### config.mk
export PLATFORM = sky130hd
export DESIGN_NAME = bit_rate_divider
export DESIGN_NICKNAME = d
export VERILOG_FILES = /design/src/verilog/baud_gen_pkg.sv /design/src/verilog/stage_if.sv /design/src/verilog/stage_counter.sv /design/src/verilog/bit_rate_divider.sv
export SDC_FILE = /design/constraint.sdc
export NUM_CORES = 1
export LEC_CHECK = 0
export ABC_AREA = 1
export BUFFER_PORTS_ARGS = -buffer_cell sky130_fd_sc_hd__clkbuf_2
export CAP_MARGIN = 30
export CORE_MARGIN = 3
export CORE_UTILIZATION = 37
export CTS_BUF_LIST = sky130_fd_sc_hd__clkbuf_4 sky130_fd_sc_hd__clkbuf_8 sky130_fd_sc_hd__clkbuf_16
export CTS_CLUSTER_SIZE = 12
export DETAILED_ROUTE_END_ITERATION = 7
export GPL_TIMING_DRIVEN = 0
export HOLD_SLACK_MARGIN = 0.15
export PLACE_DENSITY_LB_ADDON = 0.1
export SLEW_MARGIN = 20
export SYNTH_ARGS = -nofsm -noshare
export SYNTH_HDL_FRONTEND = slang
export SYNTH_HIERARCHICAL = 1
export SYNTH_SLANG_ARGS = --single-unit
export TNS_END_PERCENT = 50
### constraint.sdc
create_clock -name clk_sys_i -period 4.7 [get_ports clk_sys_i]
set_input_delay 0.47 -clock clk_sys_i [delete_from_list [all_inputs] [get_ports clk_sys_i]]
set_output_delay 0.47 -clock clk_sys_i [all_outputs]
set_load 0.02 [all_outputs]
### src/verilog/baud_gen_pkg.sv
// Purpose: shared constants for the bit rate divider
// Assumes: 8-bit register port, word index addressing
// Notes:   offsets are register indices on the plain port
package baud_gen_pkg;

  localparam int          ADDR_W         = 3;
  localparam int          DATA_W         = 8;
  localparam int          DIV_W          = 16;
  localparam int          NUM_STAGES     = 3;

  // register indices
  localparam logic [2:0]  OFS_DIV_LOW    = 3'h0;
  localparam logic [2:0]  OFS_DIV_HIGH   = 3'h1;
  localparam logic [2:0]  OFS_SAMPLE_SEL = 3'h2;
  localparam logic [2:0]  OFS_PRE_EXP    = 3'h3;
  localparam logic [2:0]  OFS_PRE_FRAC   = 3'h4;
  localparam logic [2:0]  OFS_CONTROL    = 3'h5;
  localparam logic [2:0]  OFS_STATUS     = 3'h6;
  localparam logic [2:0]  OFS_BAUD_COUNT = 3'h7;

  // values after reset
  localparam logic [7:0]  RST_DIV_LOW    = 8'h01;
  localparam logic [7:0]  RST_DIV_HIGH   = 8'h00;
  localparam logic [3:0]  RST_SAMPLE_SEL = 4'h0;
  localparam logic [7:0]  RST_PRE_EXP    = 8'h01;
  localparam logic [2:0]  RST_PRE_FRAC   = 3'h0;
  localparam logic        RST_ENABLE     = 1'b1;

  // field limits and arithmetic bases
  localparam logic [4:0]  SAMPLE_BASE    = 5'h10;
  localparam logic [3:0]  SAMPLE_SEL_MAX = 4'hC;
  localparam logic [7:0]  PRE_EXP_ONE    = 8'h01;
  localparam logic [7:0]  PRE_EXP_TWO    = 8'h02;
  localparam int          DIV_HIGH_SHIFT = 8;

  // control and status bit positions
  localparam int          CTL_ENABLE_BIT = 0;
  localparam int          STS_RUN_BIT    = 0;
  localparam int          STS_SEL_BIT    = 1;
  localparam int          STS_EXP_BIT    = 2;
  localparam int          STS_ZERO_BIT   = 3;

  // stage indices of the divider chain
  localparam int          STG_DIVISOR    = 0;
  localparam int          STG_EXPONENT   = 1;
  localparam int          STG_SAMPLE     = 2;

endpackage

### src/verilog/stage_if.sv
// Purpose: link between chain control and one counting stage
// Assumes: single clock domain
// Notes:   tick is a one-cycle pulse
`timescale 1ns/100ps
interface stage_if;
  logic        step;
  logic        restart;
  logic [15:0] reload_val;
  logic        tick;

  modport ctl (output step, output restart, output reload_val, input tick);
  modport cnt (input step, input restart, input reload_val, output tick);
endinterface

### src/verilog/stage_counter.sv
// Purpose: reloadable down counter, one tick per reload_val steps
// Assumes: reload_val nonzero while stepping
// Notes:   restart reloads at once and drops any pending count
`timescale 1ns/100ps
module stage_counter
  import baud_gen_pkg::*;
#(
  parameter int W = DIV_W
)(
  input  wire logic clk_sys_i,   // system clock
  input  wire logic rst_i,       // sync reset, high
  stage_if.cnt      port_if      // step in, tick out
);

  logic [W-1:0] count_ff;
  logic         tick_ff;

  always_ff @(posedge clk_sys_i)
  begin
    if (rst_i || port_if.restart)
    begin
      count_ff <= port_if.reload_val[W-1:0];
    end
    else if (port_if.step)
    begin
      if (count_ff <= W'(1))
      begin
        count_ff <= port_if.reload_val[W-1:0];
      end
      else
      begin
        count_ff <= count_ff - W'(1);
      end
    end
  end

  always_ff @(posedge clk_sys_i)
  begin
    if (rst_i || port_if.restart)
    begin
      tick_ff <= 1'b0;
    end
    else
    begin
      tick_ff <= port_if.step && (count_ff <= W'(1));
    end
  end

  assign port_if.tick = tick_ff;

endmodule // stage_counter

### src/verilog/bit_rate_divider.sv
// Purpose: programmable bit rate divider for a serial port
// Assumes: input clock is the reference clock; plain register port
// Notes:   bit period = divisor * 2^(M-1) * (16 - select + fraction) clocks
//
// Contract
// - baud rate is input clock over divisor times prescaler; divisor = low + 256*high.
// - prescaler is two to the exponent minus one times sample count plus fraction.
// - sample count is sixteen minus the sample select value, valid 0h to Ch.
// - exponent comes straight from its register; only 01h and 02h are supported.
// - fraction comes straight from its register, values 0h to 7h.
//
// The register offsets and the address-and-strobe port were decided locally.
`timescale 1ns/100ps
module bit_rate_divider
  import baud_gen_pkg::*;
(
  input  wire logic              clk_sys_i,     // reference clock, 100 MHz
  input  wire logic              rst_i,         // sync reset, high
  input  wire logic [ADDR_W-1:0] addr_i,        // register index
  input  wire logic [DATA_W-1:0] wdata_i,       // write data
  input  wire logic              wr_i,          // write strobe
  input  wire logic              rd_i,          // read strobe
  output logic      [DATA_W-1:0] rdata_o,       // read data, cycle after rd_i
  output logic                   sample_tick_o, // one per divisor*2^(M-1) clocks
  output logic                   baud_tick_o    // one per bit period
);

  ////////////////////////////////////////////////////////////////////////
  // register storage

  logic [7:0]        divisor_low_byte_ff;
  logic [7:0]        divisor_high_byte_ff;
  logic [3:0]        sample_clock_select_ff;
  logic [7:0]        prescale_exponent_ff;
  logic [2:0]        prescale_fraction_ff;
  logic              enable_ff;
  logic [7:0]        baud_count_ff;
  logic [DATA_W-1:0] rdata_ff;
  logic              restart_ff;

  function automatic logic is_wr(input logic [ADDR_W-1:0] ofs);
    is_wr = wr_i && (addr_i == ofs);
  endfunction

  always_ff @(posedge clk_sys_i)
  begin
    if (rst_i)
    begin
      divisor_low_byte_ff  <= RST_DIV_LOW;
      divisor_high_byte_ff <= RST_DIV_HIGH;
    end
    else
    begin
      if (is_wr(OFS_DIV_LOW))
      begin
        divisor_low_byte_ff <= wdata_i;
      end
      if (is_wr(OFS_DIV_HIGH))
      begin
        divisor_high_byte_ff <= wdata_i;
      end
    end
  end

  always_ff @(posedge clk_sys_i)
  begin
    if (rst_i)
    begin
      sample_clock_select_ff <= RST_SAMPLE_SEL;
    end
    else if (is_wr(OFS_SAMPLE_SEL))
    begin
      sample_clock_select_ff <= wdata_i[3:0];
    end
  end

  always_ff @(posedge clk_sys_i)
  begin
    if (rst_i)
    begin
      prescale_exponent_ff <= RST_PRE_EXP;
    end
    else if (is_wr(OFS_PRE_EXP))
    begin
      prescale_exponent_ff <= wdata_i;
    end
  end

  always_ff @(posedge clk_sys_i)
  begin
    if (rst_i)
    begin
      prescale_fraction_ff <= RST_PRE_FRAC;
    end
    else if (is_wr(OFS_PRE_FRAC))
    begin
      prescale_fraction_ff <= wdata_i[2:0];
    end
  end

  always_ff @(posedge clk_sys_i)
  begin
    if (rst_i)
    begin
      enable_ff <= RST_ENABLE;
    end
    else if (is_wr(OFS_CONTROL))
    begin
      enable_ff <= wdata_i[CTL_ENABLE_BIT];
    end
  end

  always_ff @(posedge clk_sys_i)
  begin
    if (rst_i)
    begin
      restart_ff <= 1'b1;
    end
    else
    begin
      restart_ff <= wr_i && (addr_i <= OFS_CONTROL);
    end
  end

  ////////////////////////////////////////////////////////////////////////
  // rate arithmetic

  logic [DIV_W-1:0] divisor;
  logic [4:0]       sample_count;
  logic [4:0]       sample_plus_frac;
  logic [DIV_W-1:0] exp_factor;
  logic             sel_bad;
  logic             exp_bad;
  logic             zero_bad;
  logic             running;

  assign divisor = (DIV_W'(divisor_high_byte_ff) << DIV_HIGH_SHIFT)
                 | DIV_W'(divisor_low_byte_ff);

  assign sample_count = SAMPLE_BASE - {1'b0, sample_clock_select_ff};

  assign sample_plus_frac = sample_count + {2'b00, prescale_fraction_ff};

  assign exp_factor = (prescale_exponent_ff == PRE_EXP_TWO) ? DIV_W'(2) : DIV_W'(1);

  assign sel_bad  = sample_clock_select_ff > SAMPLE_SEL_MAX;
  assign exp_bad  = (prescale_exponent_ff != PRE_EXP_ONE)
                 && (prescale_exponent_ff != PRE_EXP_TWO);
  assign zero_bad = (divisor == '0) || (sample_plus_frac == 5'h00);
  assign running  = enable_ff && !zero_bad;

  ////////////////////////////////////////////////////////////////////////
  // divider chain: divisor, then exponent, then sample count

  stage_if stage [NUM_STAGES] ();

  logic [DIV_W-1:0] reload_tab [NUM_STAGES];
  logic             step_tab   [NUM_STAGES];

  assign reload_tab[STG_DIVISOR]  = divisor;
  assign reload_tab[STG_EXPONENT] = exp_factor;
  assign reload_tab[STG_SAMPLE]   = DIV_W'(sample_plus_frac);

  assign step_tab[STG_DIVISOR]  = running;
  assign step_tab[STG_EXPONENT] = stage[STG_DIVISOR].tick;
  assign step_tab[STG_SAMPLE]   = stage[STG_EXPONENT].tick;

  genvar g;
  generate
    for (g = 0; g < NUM_STAGES; g++)
    begin : g_stage
      assign stage[g].step       = step_tab[g] && running;
      assign stage[g].restart    = restart_ff;
      assign stage[g].reload_val = reload_tab[g];

      stage_counter #(
        .W (DIV_W)
      ) u_stage (
        .clk_sys_i (clk_sys_i),
        .rst_i     (rst_i),
        .port_if   (stage[g])
      );
    end
  endgenerate

  assign sample_tick_o = stage[STG_EXPONENT].tick;
  assign baud_tick_o   = stage[STG_SAMPLE].tick;

  always_ff @(posedge clk_sys_i)
  begin
    if (rst_i || restart_ff)
    begin
      baud_count_ff <= 8'h00;
    end
    else if (stage[STG_SAMPLE].tick)
    begin
      baud_count_ff <= baud_count_ff + 8'h01;
    end
  end

  ////////////////////////////////////////////////////////////////////////
  // read port

  logic [DATA_W-1:0] status;

  always_comb
  begin
    status                = '0;
    status[STS_RUN_BIT]   = running;
    status[STS_SEL_BIT]   = sel_bad;
    status[STS_EXP_BIT]   = exp_bad;
    status[STS_ZERO_BIT]  = zero_bad;
  end

  always_ff @(posedge clk_sys_i)
  begin
    if (rst_i)
    begin
      rdata_ff <= '0;
    end
    else if (rd_i)
    begin
      case (addr_i)
        OFS_DIV_LOW:    rdata_ff <= divisor_low_byte_ff;
        OFS_DIV_HIGH:   rdata_ff <= divisor_high_byte_ff;
        OFS_SAMPLE_SEL: rdata_ff <= {4'h0, sample_clock_select_ff};
        OFS_PRE_EXP:    rdata_ff <= prescale_exponent_ff;
        OFS_PRE_FRAC:   rdata_ff <= {5'h00, prescale_fraction_ff};
        OFS_CONTROL:    rdata_ff <= {7'h00, enable_ff};
        OFS_STATUS:     rdata_ff <= status;
        OFS_BAUD_COUNT: rdata_ff <= baud_count_ff;
        default:        rdata_ff <= '0;
      endcase
    end
    else
    begin
      rdata_ff <= '0;
    end
  end

  assign rdata_o = rdata_ff;

endmodule // bit_rate_divider

# == After elaboration in Yosys (flattened, before gate mapping) ==
# Index checks and enable logic that the tools add are counted.
# totals
register_bits,100
wordCells,74
output_inout_bits,10
# classes
n_reduce_logical,24
muxes,11
addsub,6
n_lt_le_gt_ge,5
bitwise,2
eq_ne,10
# ops
op,count
two-way mux 16 bit,7
case mux 8 bit (8 select lines),1
"less-or-equal comparator 16 x 1 -> 1 bit, second input constant",3
"subtractor 16 x 1 -> 16 bit, second input constant",3
zero test 16 bit,1
bitwise OR 16 x 8 -> 16 bit,1
logical AND 1 bit,14
"== test 3 bit, second input constant",4
two-way mux 5 bit,2
"adder 8 x 1 -> 8 bit, second input constant",1
"== test 8 x 2 -> 1 bit, second input constant",1
"inequality test 8 x 1 -> 1 bit, second input constant",1
"inequality test 8 x 2 -> 1 bit, second input constant",1
"== test 3 x 2 -> 1 bit, second input constant",2
nonzero test 2 bit,3
adder 5 x 3 -> 5 bit,1
zero test 5 bit,1
"subtractor 5 x 4 -> 5 bit, first input constant",1
"greater-than comparator 4 bit, second input constant",1
"== test 3 x 1 -> 1 bit, second input constant",1
"less-or-equal comparator 3 bit, second input constant",1
zero test 3 bit,1
logical OR 1 bit,2
two-way mux 2 bit,1
3 further kinds,3

# == Logic depth before layout (Yosys ltp) ==
# logic_depth
ltp_word,9
mapped_depth,13
depth_no_buf,13

# == Modules after synthesis ==
# Netlist, hierarchy kept.
# by_module_without_submodules
module,area_each_um2,cells_per_inst,seq_area_each_um2,instances
stage_counter,1206.2,172,500.5,3
bit_rate_divider,2316.0,328,980.9,1

# == Worst setup path before layout ==
# Ideal clock, no wire load.
# synth_timing
path_type,register to register
start,register sample_clock_select_ff[0]
end,register g_stage[1].u_stage.count_ff[0] (enable)
required_ns,4.328
setup_time_ns,0.372
t_arrival_ns,1.879
path_stages_with_launch,12
synth_period_minus_slack_ns,2.251
path_buffers,0
setup_slack_ns,2.449
cell_sequence,dfxtp_1 > ha_1 > inv_1 > fa_1 > nor2_1 > nand3_1 > nor2_1 > nand3_1 > nand3_1 > nor2_1 > inv_1 > nand2_1
# synth_via
elab_chain_len,8
# synth_lines
element,line_no,rtl
start: declaration,bit_rate_divider.sv:33,logic [3:0] sample_clock_select_ff;
start signal: assignment,bit_rate_divider.sv:73,sample_clock_select_ff <= wdata_i[3:0];
subtractor 5 x 4 -> 5 bit,bit_rate_divider.sv:140,"assign sample_count = SAMPLE_BASE - {1'b0, sample_clock_select_ff};"
adder 5 x 3 -> 5 bit,bit_rate_divider.sv:142,"assign sample_plus_frac = sample_count + {2'b00, prescale_fraction_ff};"
named net sample_plus_frac[1],bit_rate_divider.sv:130,logic [4:0] sample_plus_frac;
zero test 5 bit,bit_rate_divider.sv:149,assign zero_bad = (divisor == '0) || (sample_plus_frac == 5'h00);
logical OR 1 bit,bit_rate_divider.sv:149,
zero test 1 bit,bit_rate_divider.sv:150,assign running = enable_ff && !zero_bad;
logical AND 1 bit,bit_rate_divider.sv:150,
logical AND 1 bit,bit_rate_divider.sv:172,assign stage[g].step = step_tab[g] && running;
named net stage[1].step,stage_if.sv:6,logic step;
nonzero test 2 bit (no source line),n/a,
end signal: assignment,stage_counter.sv:22,count_ff <= port_if.reload_val[W-1:0];
end signal: assignment,stage_counter.sv:28,count_ff <= port_if.reload_val[W-1:0];
end signal: assignment,stage_counter.sv:32,count_ff <= count_ff - W'(1);
end: declaration,stage_counter.sv:15,logic [W-1:0] count_ff;
# The timed path passes the listed nets, and every way through them passes these cells.
# A chain may end at the register's enable or synchronous reset.

# == Final worst setup path ==
# layout_timing
start,register sample_clock_select_ff[0]
end,register g_stage[2].u_stage.count_ff[6] (enable)
# layout_via
elab_chain_len,7
# layout_lines
element,line_no
subtractor 5 x 4 -> 5 bit,bit_rate_divider.sv:140
adder 5 x 3 -> 5 bit,bit_rate_divider.sv:142
zero test 5 bit,bit_rate_divider.sv:149
logical OR 1 bit,bit_rate_divider.sv:149
zero test 1 bit,bit_rate_divider.sv:150
logical AND 1 bit,bit_rate_divider.sv:150
logical AND 1 bit,bit_rate_divider.sv:172
named net stage[2].step,stage_if.sv:6
end signal: assignment,stage_counter.sv:22
end signal: assignment,stage_counter.sv:28
end signal: assignment,stage_counter.sv:32
end: declaration,stage_counter.sv:15
# The timed path passes the listed nets, and every way through them passes these cells.

==> results by group <==
Place
  • Post-placement cell area: 6409 um^2
  • Port Buffer Count: 24
  • Gpl congestion: 0.7884
  • Pre-CTS setup slack: ~1.9 ns
  • Dpl hpwl: 11.02 mm

Setup path
  • Crit path DAT: 2.72 ns
  • Setup crit end kind: register
  • Type of the worst setup path: register to register
  • Worst-path maximum fanout: 16
  • Cells on worst reg2reg path: 12
  • Worst EP required: 4.69 ns
  • Startpoint Class: register

Detailed routing
  • 1st-iter DRT viols: 400
  • Total Wirelength: about 15 mm
  • 1st-pass router iterations: 5
  • Vias/cell: 4.650
  • Routed Antenna Nets: 0
  • Routed via count: 5,203
  • DR WL/cell: between 10 and 15 um
  • DRC Markers: 0

Timing
  • Final setup margin: 1.975 ns
  • WHS: 0.3772 ns
  • # setup viols final: 0
  • Skew final: 0.01137 ns
  • Fmax: 366.9 MHz
  • Post-route setup TNS: 0 ns
  • Minimum clock period: 2.725 ns
  • Rel. slew slack: between 40% and 50%
  • Period Utilization, post-route: ~58%
  • Slew Viols, Final: 0
  • Worst slew pin tran: 0.7615 ns
  • Final hold violation count: 0
  • Unrepaired setup endpoints after global routing: false

Clocking
  • Post-CTS sizing: 0
  • Reg clk slew, reported paths: approximately 0.080 ns
  • Max Root-Sink Buffers: 2
  • Worst-Skew Late Latency: approximately 0.37 ns
  • Setup bufs post-CTS: 0
  • Clock sink total: 100
  • CTS buffer count: 9
  • Root Buffer: clkbuf_16
  • H-tree Lvls: 3
  • TritonCTS clock tree: yes
  • # hold bufs at CTS: 0

Floorplan
  • Top Ports: 25
  • Die extent in y: 132.6 um
  • Initial core utilization: 38.47%
  • Die span in x: 132.6 um
  • Die Area: 17,590 um^2
  • Core area: around 15,000 um^2
  • Cell row count: 45

Synthesis
  • Synth top area share: 24.29%
  • Syn. warnings: 6
  • Post-synth EDFFs: 48
  • Synthesized area: about 5900 um^2
  • Mapped Cells: 844
  • Most frequent cell after synthesis: nand2_1
  • Largest cells by area after synthesis: edfxtp_1, dfxtp_1, nand2_1
  • Synthesis-stage register bit count: 100
  • Synth cell types: 34
  • Most used flip-flop cell after synthesis: dfxtp_1
  • Commonest cells in the netlist: nand2_1, nor2_1, inv_1
  • Ys async rst share: 0%
  • Area leader, netlist: edfxtp_1
  • Register area share after synthesis: 41.83%
  • Syn_area_per_cell: 7.031 um^2

Final layout
  • Area delta synth->final: 13.30%
  • Layout Utilization: approximately 44%
  • Fin nets: a little over 900
  • Multi-input gate area in the final layout: 2982 um^2
  • Layout cells sized above 1: 9.251%
  • FF/Latch Area: 2482 um^2
  • N_diodes: 0
  • FILL cells: 1,680
  • Design area: 6724 um^2

GRT
  • Overflow after GRT: 0
  • Pin count of the biggest net entering global routing: 20
  • Global Route Usage Sum: between 10% and 20%
  • First-pass GRT wire length: 25.17 mm
  • Vias in the first global route: 5,098
  • Antenna violations before repair: 0

Pwr
  • Seq pwr share: 47.5%
  • Max IR drop VDD: 187.8 uV
  • Clock share of power: between 30% and 40%
  • Lkg Pwr: 2.950 nW
  • PwrDens: 324.8 nW/um^2
  • Internal power: 1.515 mW
  • Switch Pwr: about 0.67 mW
  • Switch share: 30.64%
  • Comb pwr share: approximately 16%

Job
  • Max_cap viols: 0

Min path
  • Hold WC Path Type: input pin to register
  • Worst hold path depth: 3

Run status
  • Status: finished clean
==> placed cells by master (no fill, tap or decap), drive strengths merged <==
cell type | Yosys | layout
nand4 | 2 | 2
nor2 | 164 | 164
xor2 | 12 | 12
conb | 1 | 25
xnor2 | 9 | 9
a22oi | 4 | 4
fa | 1 | 1
o22ai | 1 | 1
inv | 117 | 121
ha | 10 | 10
a31oi | 6 | 6
nor3b | 1 | 1
o21ai | 53 | 53
edfxtp | 48 | 48
nand3 | 57 | 57
nor3 | 8 | 8
clkbuf | 6 | 40
nand3b | 7 | 7
dfxtp | 52 | 52
a21oi | 60 | 60
o211ai | 2 | 2
nor4 | 1 | 1
nand2 | 211 | 211
buf | 11 | 11
clkinv | 0 | 2
==> power by group through the flow <==
stage          clock network (mW)  logic (mW)  registers (mW)
6_report                    0.793       0.354            1.04
5_1_grt                     0.849       0.412            1.05
4_1_cts                     0.818       0.356            1.04
3_5_place_dp                    0       0.355            1.06
3_3_place_gp                    0       0.354            1.06
2_1_floorplan                   0       0.273            1.04
==> per-stage QoR <==
step                      power, mW  std cells
final                         2.184       1119
after global placement        1.410       1103
after floorplan               1.313        868
after global routing          2.307       1119
after detailed placement      1.411       1103
after CTS                     2.212       1119
==> logic make-up (layout without fill, tap and decap cells) <==
group	after synthesis	in the layout	synth area share [%]
simple gates	451	451	31.82
buf+inv	134	174	9.446
compound gates	126	126	11.30
flops	100	100	41.83
xor+xnor	21	21	3.099
fa+ha+maj	11	11	2.446
other cells	1	25	0.06319
==> cell type report <==
cell class | count | area share (%)
repair buffers | 24 | 1.786
flip-flops and latches | 100 | 36.92
inverters | 117 | 6.531
clock inverters | 6 | 0.9676
multi-input cells | 634 | 44.34
well taps | 211 | 3.926
plain buffers | 17 | 1.805
clock buffers | 10 | 3.722
==> registers in the layout, summed over array words and instances, names as in the netlist <==
signal                        count
sample_clock_select_ff            4
rdata_o                           8
baud_count_ff                     8
prescale_exponent_ff              8
enable_ff                         1
divisor_low_byte_ff               8
g_stage.u_stage/port_if.tick      3
prescale_fraction_ff              3
divisor_high_byte_ff              8
g_stage.u_stage/count_ff         48
restart_ff                        1
==> final timing paths <==
kind         slack, ns                              to                 startpoint
min reg2reg       0.47                baud_count_ff[7]           baud_count_ff[7]
min               0.38         prescale_exponent_ff[0]                 wdata_i[0]
max               1.97  g_stage[2].u_stage/count_ff[6]  sample_clock_select_ff[0]
max reg2reg       1.97  g_stage[2].u_stage/count_ff[6]  sample_clock_select_ff[0]
==> worst max-delay path: stages, from the launching register on <==
cell and delay [ns]:
dfxtp_1 0.42, ha_1 0.17, inv_1 0.06, fa_1 0.41
inv_1 0.07, nand2_1 0.06, nand3_1 0.08, nor2_1 0.04
nand3_1 0.13, nand3_1 0.15, nor2_1 0.15, inv_1 0.05
nand2_1 0.56
==> metal layers <==
layer / vias to the layer above / part of all wire (%) / routed length [um] / global-route usage (%)
li1: 2794 / - / - / -
met1: 2320 / 50 / 7475 / 23.98
met2: 76 / 45 / 6755 / 29.21
met3: 13 / 3.2 / 477 / 3.878
met4: 0 / 1.2 / 172 / 4.215
met5: - / 0 / 0 / 0
No activity file was read; power rests on OpenSTA's default activity.
